## src/hw/bgd_pkg.sv

```systemverilog
/*
 gate-drive mode logic package: constants and carrier structs.
 assumes one 200 MHz clock and synchronous active-low reset.
*/
package bgd_pkg;
   localparam int unsigned CLK_PERIOD_PS = 5000;
   // tri-state hold-off before both gates are forced off
   localparam int unsigned TRI_HOLDOFF_NS = 100;
   localparam int unsigned TRI_HOLDOFF_CYC =
      (TRI_HOLDOFF_NS * 1000 + CLK_PERIOD_PS - 1) / CLK_PERIOD_PS;
   // least dead time between one gate off and the other on
   localparam int unsigned DEAD_NS = 20;
   localparam int unsigned DEAD_CYC = (DEAD_NS * 1000 + CLK_PERIOD_PS - 1) / CLK_PERIOD_PS;
   localparam logic [7:0] CNT_RST = 8'h00;
   localparam logic GATE_RST = 1'b0;

   // pin inputs after the synchronisers
   typedef struct packed {
      logic pwm_high;
      logic pwm_mid;
      logic lowside_enable_input;
      logic gate_mode_select;
      logic switch_node_sense;
      logic supply_good;
   } bgd_in_t;

   // gate drive outputs
   typedef struct packed {
      logic hs_gate;
      logic ls_gate;
   } bgd_gate_t;
endpackage

```

## src/hw/bgd_gate_logic.sv

```systemverilog
/*
 gate-drive steering for a synchronous buck stage: mode select,
 interlock, tri-state shutdown, supply lockout, regulator disable.
 assumes all inputs are asynchronous pins; all but regulator disable are synchronised here.
*/
`timescale 1ns/10ps
// Function
// - mode high: pwm times both gates
// - synchronous mode held past its first cycle: gates never both on
// - sync, enable low: low gate off
// - sync, enable high: low gate follows inverted pwm
// - mode low: enable drives low gate
// - mode low: pwm drives high gate
// - independent mode: no interlock or dead time
// - regulator disable high turns regulator off
// - sync: pwm high hs on, low ls on if enable high
// - pwm mid-level held past hold-off: both gates low
// - no gate pulses under supply lockout
module bgd_gate_logic
   import bgd_pkg::*;
#(
   parameter int unsigned HOLDOFF_CYC = TRI_HOLDOFF_CYC,
   parameter int unsigned DEAD_T_CYC = DEAD_CYC
) (
   // clock and reset
   input wire logic clock,
   input wire logic rst_b,
   // pins from the controller
   input wire logic pwm_high_pin,
   input wire logic pwm_mid_pin,
   input wire logic lowside_enable_input,
   input wire logic gate_mode_select,
   input wire logic gate_regulator_disable,
   // power stage sense
   input wire logic switch_node_sense,
   input wire logic gate_drive_supply_ok,
   // outputs
   output logic hs_gate,
   output logic ls_gate,
   output logic regulator_off,
   output logic tri_state_active
);
   logic [5:0] sync1_r;
   logic [5:0] sync2_r;
   logic [7:0] mid_cnt_r;
   logic [7:0] mid_cnt_nxt;
   logic [7:0] dead_cnt_r;
   logic [7:0] dead_cnt_nxt;
   logic hs_r;
   logic ls_r;
   logic tri_r;
   logic regoff_r;
   logic prev_hs_r;
   bgd_in_t in_s;
   bgd_gate_t want;
   wire tri_det;
   wire sync_mode;
   wire want_hs;
   wire want_ls;
   wire dead_done;
   wire hs_ok;
   wire ls_ok;
   wire side_change;

   assign in_s = bgd_in_t'(sync2_r);
   assign sync_mode = in_s.gate_mode_select;
   assign tri_det = (mid_cnt_r >= 8'(HOLDOFF_CYC));
   // requested gate states per mode
   assign want_hs = in_s.pwm_high;
   assign want_ls = sync_mode ? (~in_s.pwm_high & in_s.lowside_enable_input)
                              : in_s.lowside_enable_input;
   assign want.hs_gate = want_hs & in_s.supply_good & ~tri_det;
   assign want.ls_gate = want_ls & in_s.supply_good & ~tri_det;
   // interlock only in synchronous mode
   assign side_change = want.hs_gate != prev_hs_r;
   assign dead_done = (dead_cnt_r >= 8'(DEAD_T_CYC));
   // high side waits for low gate off and dead time; low waits for high gate off, dead time and switch node low
   assign hs_ok = ~sync_mode | (~ls_r & dead_done);
   assign ls_ok = ~sync_mode | (~hs_r & dead_done & ~in_s.switch_node_sense);
   assign mid_cnt_nxt = in_s.pwm_mid ? ((mid_cnt_r == 8'hff) ? mid_cnt_r : mid_cnt_r + 8'h01)
                                     : CNT_RST;
   assign dead_cnt_nxt = side_change ? CNT_RST
                         : (dead_done ? dead_cnt_r : dead_cnt_r + 8'h01);

   always_ff @(posedge clock) begin
      if (!rst_b) begin
         sync1_r <= 6'h00;
         sync2_r <= 6'h00;
      end else begin
         sync1_r <= {pwm_high_pin, pwm_mid_pin, lowside_enable_input, gate_mode_select,
                     switch_node_sense, gate_drive_supply_ok};
         sync2_r <= sync1_r;
      end
   end

   always_ff @(posedge clock) begin
      if (!rst_b) begin
         mid_cnt_r <= CNT_RST;
         dead_cnt_r <= CNT_RST;
         prev_hs_r <= GATE_RST;
         hs_r <= GATE_RST;
         ls_r <= GATE_RST;
         tri_r <= 1'b0;
         regoff_r <= 1'b0;
      end else begin
         mid_cnt_r <= mid_cnt_nxt;
         dead_cnt_r <= dead_cnt_nxt;
         prev_hs_r <= want.hs_gate;
         hs_r <= want.hs_gate & hs_ok;
         ls_r <= want.ls_gate & ls_ok;
         tri_r <= tri_det;
         regoff_r <= gate_regulator_disable;
      end
   end

   assign hs_gate = hs_r;
   assign ls_gate = ls_r;
   assign tri_state_active = tri_r;
   assign regulator_off = regoff_r;
endmodule

```

## config.mk

```make
export PLATFORM = sky130hd
export DESIGN_NAME = bgd_gate_logic
export DESIGN_NICKNAME = d
export VERILOG_FILES = /design/src/hw/bgd_pkg.sv /design/src/hw/bgd_gate_logic.sv
export SDC_FILE = /design/constraint.sdc
export NUM_CORES = 1
export LEC_CHECK = 0
export BUFFER_PORTS_ARGS = -buffer_cell sky130_fd_sc_hd__buf_4
export CORE_MARGIN = 1.5
export CORE_UTILIZATION = 55
export CTS_BUF_LIST = sky130_fd_sc_hd__clkbuf_4 sky130_fd_sc_hd__clkbuf_8
export DETAILED_ROUTE_END_ITERATION = 10
export GPL_ROUTABILITY_DRIVEN = 0
export PLACE_DENSITY = 0.75
export SLEW_MARGIN = 20
export SYNTH_ARGS = -nofsm -noshare
export SYNTH_HDL_FRONTEND = slang
export SYNTH_SLANG_ARGS = --single-unit
```

## constraint.sdc

```tcl
create_clock -name clock -period 2.3 [get_ports clock]
set_input_delay 0.46 -clock clock [delete_from_list [all_inputs] [get_ports clock]]
set_output_delay 0.46 -clock clock [all_outputs]
set_load 0.02 [all_outputs]
```

==> run_results.csv, run 1 <==
group,metric,value,unit
power_and_ir_drop,powerDensity,765,mW/mm^2
timing,fin_crit_sh,72.4,%
run,max_cap_violations,0,
route,dr.first_iter.drc_count,11,
yosys,synthTopCellsByArea,"dfxtp_1 (54%), and2_1 (10%), ha_1 (4.1%)",
floorplanning,die_y,50.2,microns
clocking,clkTransAtPathRegs,0.10,ns
run_status,status,"finished, final reports clean",
route,drcViolationCount,0,
timing,period_needed,1.66,ns
yosys,synth_seq_cells,33,
route,firstDrtPassIters,4,
floorplanning,fp-row-count,16,
timing,finalSetupViolCount,0,
min_path,hold_path_class,"primary input to register",
worst_setup_path,max_stage_delay,0.59,ns
yosys,ys_warn_count,0,
finish,area_delta_synth_final,14.5,%
worst_setup_path,path_buf_inv,0,
floorplanning,core,0.00202,sq mm
place,dpl_cell_area,0.00133,sq mm
timing,slew_violations,0,
yosys,netlist.area_leader.share,54.0,%
worst_setup_path,cp.required,2.52,ns
clocking,root_buffer,"clkbuf_4",
global_routing,grt_pass1_vias,773,
worst_setup_path,start_kind,"register",
clocking,cts_setup_buffers,0,
yosys,synth_area,0.00122,sq mm
global_routing,grt_overflow_total,0,
power_and_ir_drop,power.leakage,0.572,nW
clocking,cts_tree,"built",
clocking,clock_sinks,33,
worst_setup_path,path_cells,"or4b_4, nor4_1, and3b_4, and2_1",
yosys,synth_common_cells,"dfxtp_1 (33), and2_1 (20), nor2_1 (10)",
finish,stdcell_count,161,
timing,rsz0062_at_grt,"no",
place,dp_hpwl,1240,microns
worst_setup_path,crit_type,"register to register",
timing,clock.fmax,0.601,GHz
worst_setup_path,r2r_start,"mid_cnt_r[7]",
timing,tightest_slew,0.370,ns
route,viasPerCell,5.14,
worst_setup_path,r2r_end,"dead_cnt_r[3]",
yosys,synth_nets,131,
yosys,synth_cells,118,
global_routing,antenna_found_initial,0,
finish,stdcell_area,0.00140,sq mm
route,routed_wl,1760,microns
place,portBuffers,12,
floorplanning,die-area,0.00252,sq mm
finish,diodes,0,
clocking,clock_latency,0.32,ns
worst_setup_path,worstPathMaxFanout,10,
yosys,syn_area_per_cell,10.4,sq um
power_and_ir_drop,power,1.07,mW
timing,fin_tns_setup,0,ns
timing,relSlewSlack,75.2,%
finish,nets,147,
yosys,ys_async_sr_fraction,0,%
floorplanning,ioPinCount,13,
yosys,yosysMostFrequentCell,"dfxtp_1",
clocking,cts_resized,0,
power_and_ir_drop,max-vdd-ir-drop,0.584,mV
worst_setup_path,path_delay_family,"simple AND/OR/NAND/NOR gates",
clocking,cts_buffers,5,
worst_setup_path,path_depth,4,
worst_setup_path,critical_path_arrival,1.88,ns
place,dp.cells,154,
clocking,htreeDepth,2,
yosys,synth-edff-count,0,
worst_setup_path,worstRegToRegCells,4,
finish,drive_gt1_share,18.7,%
clocking,clockBufferDepth,2,
route,num_vias,827,
yosys,yosysUniqueCellTypes,29,
finish,nFillCells,178,
worst_setup_path,critPathSlowestCell,"or4b_4",
worst_setup_path,endpoint_kind,"register",
timing,finClkSkew,0.00984,ns
global_routing,grt_start_max_net_pins,19,
global_routing,grt_first_pass_wirelength,3010,microns
worst_setup_path,critPathLaunch,"mid_cnt_r[7]",
floorplanning,die_w,50.2,microns
global_routing,grt_usage,16.4,%
timing,hold_viol,0,
route,wl_per_cell,10.9,microns
yosys,yosys.area.top_type,"dfxtp_1",
route,final_antenna_net_count,0,
yosys,yosysSeqAreaShare,54.0,%
worst_setup_path,critPathCapture,"dead_cnt_r[3]",
yosys,ys.flop_type,"dfxtp_1",
clocking,cts_hold_buffers,0,
floorplanning,initial_core_util,60.5,%
worst_setup_path,r2r_setup_slack,0.64,ns
finish,final_core_util,69.3,%
through the flow:
stage	hold slack [ns]	worst slack, ns
floorplan	0.397	0.707
global placement	0.415	0.652
detailed placement	0.419	0.641
CTS	0.318	0.623
global route	0.313	0.508
finish	0.331	0.636
state kept, by name, summed over array words and instances (netlist names):
signal	cells
mid_cnt_r	8
ls_gate	1
dead_cnt_r	8
prev_hs_r	1
sync1_r	6
in_s	6
tri_state_active	1
regulator_off	1
hs_gate	1
metal layers:
metal | vias to the layer above | wire [microns] | global-route usage, %
li1 | 429 | - | -
met1 | 374 | 829 | 18.8
met2 | 19 | 809 | 25.2
met3 | 5 | 81 | 6.25
met4 | 0 | 38 | 11.1
met5 | - | 0 | 0
power breakdown:
group / leakage, nW / switching, mW / internal, mW / total [mW]
Clock: 0.0410 / 0.177 / 0.221 / 0.398
Sequential: 0.269 / 0.00977 / 0.592 / 0.601
Combinational: 0.261 / 0.0327 / 0.0399 / 0.0726
Total: 0.572 / 0.220 / 0.853 / 1.07
cell usage in the layout (no fill, tap or decap), drive strengths merged, types with 2 or more instances in the layout:
master  synthesis  final
inv             5      5
a21oi           4      4
xnor2           4      4
nand3           4      4
nor3            5      5
clkbuf          2      5
nand2           3      3
nand4           3      3
nor2           10     10
nor4            2      2
and2           20     20
or4             2      2
mux2i           2      2
nor2b           3      3
a31oi           2      2
buf             1     12
dfxtp          33     33
ha              4      4
final cells by class:
type	count	area, sq um	share of cell area (%)
clock buffer	5	37.5	2.68
clock inverter	2	35.0	2.50
inverter	5	18.8	1.34
multi-input combinational	77	526	37.5
sequential	33	661	47.1
tap	27	33.8	2.41
timing repair buffer	12	90.1	6.43
logic make-up (layout without fill, tap and decap cells):
family | after synthesis | in the layout | share of synthesized area [%]
XOR/XNOR | 4 | 4 | 2.86
flip-flops | 33 | 33 | 54.0
AO/OA/AOI/OAI | 11 | 11 | 5.93
buffers and inverters | 8 | 24 | 3.07
AND/OR/NAND/NOR | 56 | 56 | 28.4
adder cells (fa/ha/maj) | 4 | 4 | 4.09
multiplexers | 2 | 2 | 1.64
worst min path at each step:
stage	start	to	slack, ns	cells past startpoint
CTS	gate_drive_supply_ok	sync1_r[0]	0.32	2
finish	gate_drive_supply_ok	sync1_r[0]	0.33	2
global placement	sync1_r[3]	in_s[3]	0.42	1
global route	gate_drive_supply_ok	sync1_r[0]	0.31	2
detailed placement	sync1_r[2]	in_s[2]	0.42	1
floorplan	in_s[2]	ls_gate	0.40	1
Note: power is estimated with default switching activity, not from simulation.
==> inputs of run 2 (changes only) <==
--- a/config.mk
+++ b/config.mk
@@ -7,11 +7,11 @@
 export LEC_CHECK = 0
 export BUFFER_PORTS_ARGS = -buffer_cell sky130_fd_sc_hd__buf_4
 export CORE_MARGIN = 1.5
-export CORE_UTILIZATION = 55
+export CORE_UTILIZATION = 53
 export CTS_BUF_LIST = sky130_fd_sc_hd__clkbuf_4 sky130_fd_sc_hd__clkbuf_8
 export DETAILED_ROUTE_END_ITERATION = 10
 export GPL_ROUTABILITY_DRIVEN = 0
-export PLACE_DENSITY = 0.75
+export PLACE_DENSITY = 0.76
 export SLEW_MARGIN = 20
 export SYNTH_ARGS = -nofsm -noshare
 export SYNTH_HDL_FRONTEND = slang
==> constraint.sdc (replaced) <==
create_clock -name clock -period 1.35 [get_ports clock]
set_input_delay 0.27 -clock clock [delete_from_list [all_inputs] [get_ports clock]]
set_output_delay 0.27 -clock clock [all_outputs]
set_load 0.02 [all_outputs]
==> run 2 against run 1 <==
Register-to-register slack worse by 0.89 ns. The run now ends with negative setup slack left. Maximum frequency up 3.7%. Highest routed layer unchanged. Via count up 6.7%. Setup slack worse by 0.89 ns. Cell area up 7.8%. Non-clock buffer count up 8. Combinational power up 120%. Total power up 59%. Largest power group unchanged. Clock skew up 0.0053 ns. Die area up 3.5%. Largest cell class unchanged. Routed wire length up 19%.
==> run_results.csv, run 2 (same netlist as run 1, synthesis figures left out) <==
group,metric,value,unit
run_status,status,"finished with violations",
run_status,violations,"negative setup slack",
timing,hold_viol,0,
worst_setup_path,worstRegToRegCells,4,
floorplanning,die_w,51.1,microns
power_and_ir_drop,p_int,1.29,mW
finish,regArea,666,sq um
route,viasPerCell,5.16,
finish,diodes,0,
power_and_ir_drop,powerDensity,1130,mW/mm^2
route,firstDrtPassIters,4,
clocking,clock_latency,0.33,ns
place,dp.cells,162,
timing,relSlewSlack,73.2,%
finish,final_cell_mix,"dfxtp_1 (29), and2_1 (19), buf_4 (19)",
finish,drive_gt1_share,32.9,%
floorplanning,die_y,51.1,microns
timing,slew_violations,0,
finish,stdcell_area,0.00151,sq mm
finish,nFillCells,168,
worst_setup_path,critPathSlowestCell,"or4b_4",
worst_setup_path,endpoint_kind,"register",
finish,nets,155,
worst_setup_path,max_stage_delay,0.58,ns
route,routed_wl,2090,microns
place,portBuffers,12,
clocking,clkTransAtPathRegs,0.10,ns
min_path,hold_start,"switch_node_sense",
finish,multi_input_area,582,sq um
floorplanning,fp-row-count,17,
route,num_vias,882,
worst_setup_path,start_kind,"register",
worst_setup_path,r2r_end,"dead_cnt_r[5]",
timing,rsz0062_at_grt,"yes",
global_routing,grt_usage,19.2,%
timing,tightest_slew,0.399,ns
global_routing,grt_pass1_vias,935,
place,dp_hpwl,1420,microns
clocking,cts_buffers,5,
route,drcViolationCount,0,
route,final_antenna_net_count,0,
clocking,root_buffer,"clkbuf_4",
clocking,clock_sinks,33,
global_routing,grt_overflow_total,0,
route,wl_per_cell,12.2,microns
clocking,clockBufferDepth,2,
min_path,holdPathEnd,"sync1_r[1]",
clocking,cts_hold_buffers,0,
run,max_cap_violations,0,
power_and_ir_drop,switching_share,24.4,%
worst_setup_path,worstPathMaxFanout,8,
power_and_ir_drop,power,1.71,mW
floorplanning,core,0.00219,sq mm
worst_setup_path,crit_type,"register to register",
global_routing,grt_first_pass_wirelength,3690,microns
power_and_ir_drop,max-vdd-ir-drop,0.922,mV
clocking,htreeDepth,2,
global_routing,antenna_found_initial,0,
worst_setup_path,cp.required,1.57,ns
clocking,cts_tree,"built",
timing,finalSetupViolCount,10,
worst_setup_path,critical_path_arrival,1.82,ns
floorplanning,initial_core_util,55.9,%
timing,finClkSkew,0.0151,ns
worst_setup_path,path_cells,"or4b_4, nor4_4, and3b_4, and2_1",
finish,final_common_cell,"dfxtp_1",
worst_setup_path,path_buf_inv,0,
timing,worst_slack,-0.255,ns
timing,fin_crit_sh,119,%
finish,top_regs,"dead_cnt_r x8, mid_cnt_r x8",
worst_setup_path,path_delay_family,"simple AND/OR/NAND/NOR gates",
route,dr.first_iter.drc_count,5,
floorplanning,ioPinCount,13,
power_and_ir_drop,power.leakage,0.607,nW
timing,clock.fmax,0.623,GHz
finish,area_delta_synth_final,23.4,%
global_routing,grt_start_max_net_pins,19,
min_path,hold_path_class,"primary input to register",
min_path,whs_path_depth,2,
power_and_ir_drop,p_seq_share,60.1,%
power_and_ir_drop,combPwrFrac,9.2,%
worst_setup_path,r2r_setup_slack,-0.26,ns
power_and_ir_drop,p_switching,0.417,mW
timing,period_needed,1.61,ns
floorplanning,die-area,0.00261,sq mm
finish,stdcell_count,171,
worst_setup_path,r2r_start,"mid_cnt_r[5]",
place,dpl_cell_area,0.00139,sq mm
power_and_ir_drop,clockPowerShare,30.7,%
[run 2: cell types whose count changed in the layout (fill, tap and decap cells not counted), sizes merged]
cell	before	now
bufinv	1	0
clkinv	1	2
clkinvlp	0	1
buf	12	20
[run 2: stage by stage]
| step | utilization [%] | setup WS (ns) | hold slack (ns) | TNS, ns |
|---|---|---|---|---|
| global placement | 63.4 | -0.185 | 0.413 | -1.60 |
| finish | 68.9 | -0.255 | 0.144 | -1.99 |
| global route | 68.9 | -0.315 | 0.121 | -2.61 |
| floorplan | - | -0.243 | 0.392 | -1.95 |
| CTS | 67.3 | -0.196 | 0.128 | -1.79 |
| detailed placement | 63.4 | -0.233 | 0.416 | -1.87 |
[run 2: timing repair]
| action | 4_1_cts | 5_1_grt |
|---|---|---|
| buffers inserted | 1 | 0 |
| setup endpoints to repair | 10 | 15 |
| resized for setup | 9 | 9 |
| pin swaps | 8 | 5 |
[run 2: cell type report]
| type | instances | area share [%] |
|---|---|---|
| Clock buffer | 5 | 2.49 |
| Tap cell | 28 | 2.32 |
| Timing Repair Buffer | 20 | 10.2 |
| Clock inverter | 3 | 1.16 |
| Multi-Input combinational cell | 77 | 38.5 |
| Sequential cell | 33 | 44.1 |
| Inverter | 5 | 1.24 |
[run 2: worst max path at each step]
stage	slack, ns	startpoint	endpoint	cells past startpoint
5_1_grt	-0.32	mid_cnt_r[5]	dead_cnt_r[5]	4
3_5_place_dp	-0.23	dead_cnt_r[3]	hs_gate	5
2_1_floorplan	-0.24	mid_cnt_r[7]	dead_cnt_r[3]	5
4_1_cts	-0.20	dead_cnt_r[6]	dead_cnt_r[1]	4
6_report	-0.26	mid_cnt_r[5]	dead_cnt_r[5]	4
3_3_place_gp	-0.19	dead_cnt_r[3]	dead_cnt_r[1]	4
[run 2: worst reg2reg max path, stage by stage (launching register included)]
cell	delay, ns
dfxtp_1	0.33
or4b_4	0.58
nor4_4	0.16
and3b_4	0.26
and2_1	0.16
[run 2: power by group through the flow]
stage                     sequential [mW]  combinational [mW]  clock, mW
after floorplan                      1.05              0.0900          0
after global placement               1.05               0.126          0
after detailed placement             1.05               0.134          0
after CTS                            1.03               0.149      0.549
after global routing                 1.03               0.175      0.596
final                                1.03               0.158      0.525
[run 2: layer usage]
metal | up-vias | global-route usage [%] | share of wire, %
met4 | 0 | 11.3 | 1.6
li1 | 447 | - | -
met2 | 14 | 32.0 | 52
met1 | 416 | 21.3 | 43
met3 | 5 | 6.14 | 3.1
met5 | - | 0 | 0
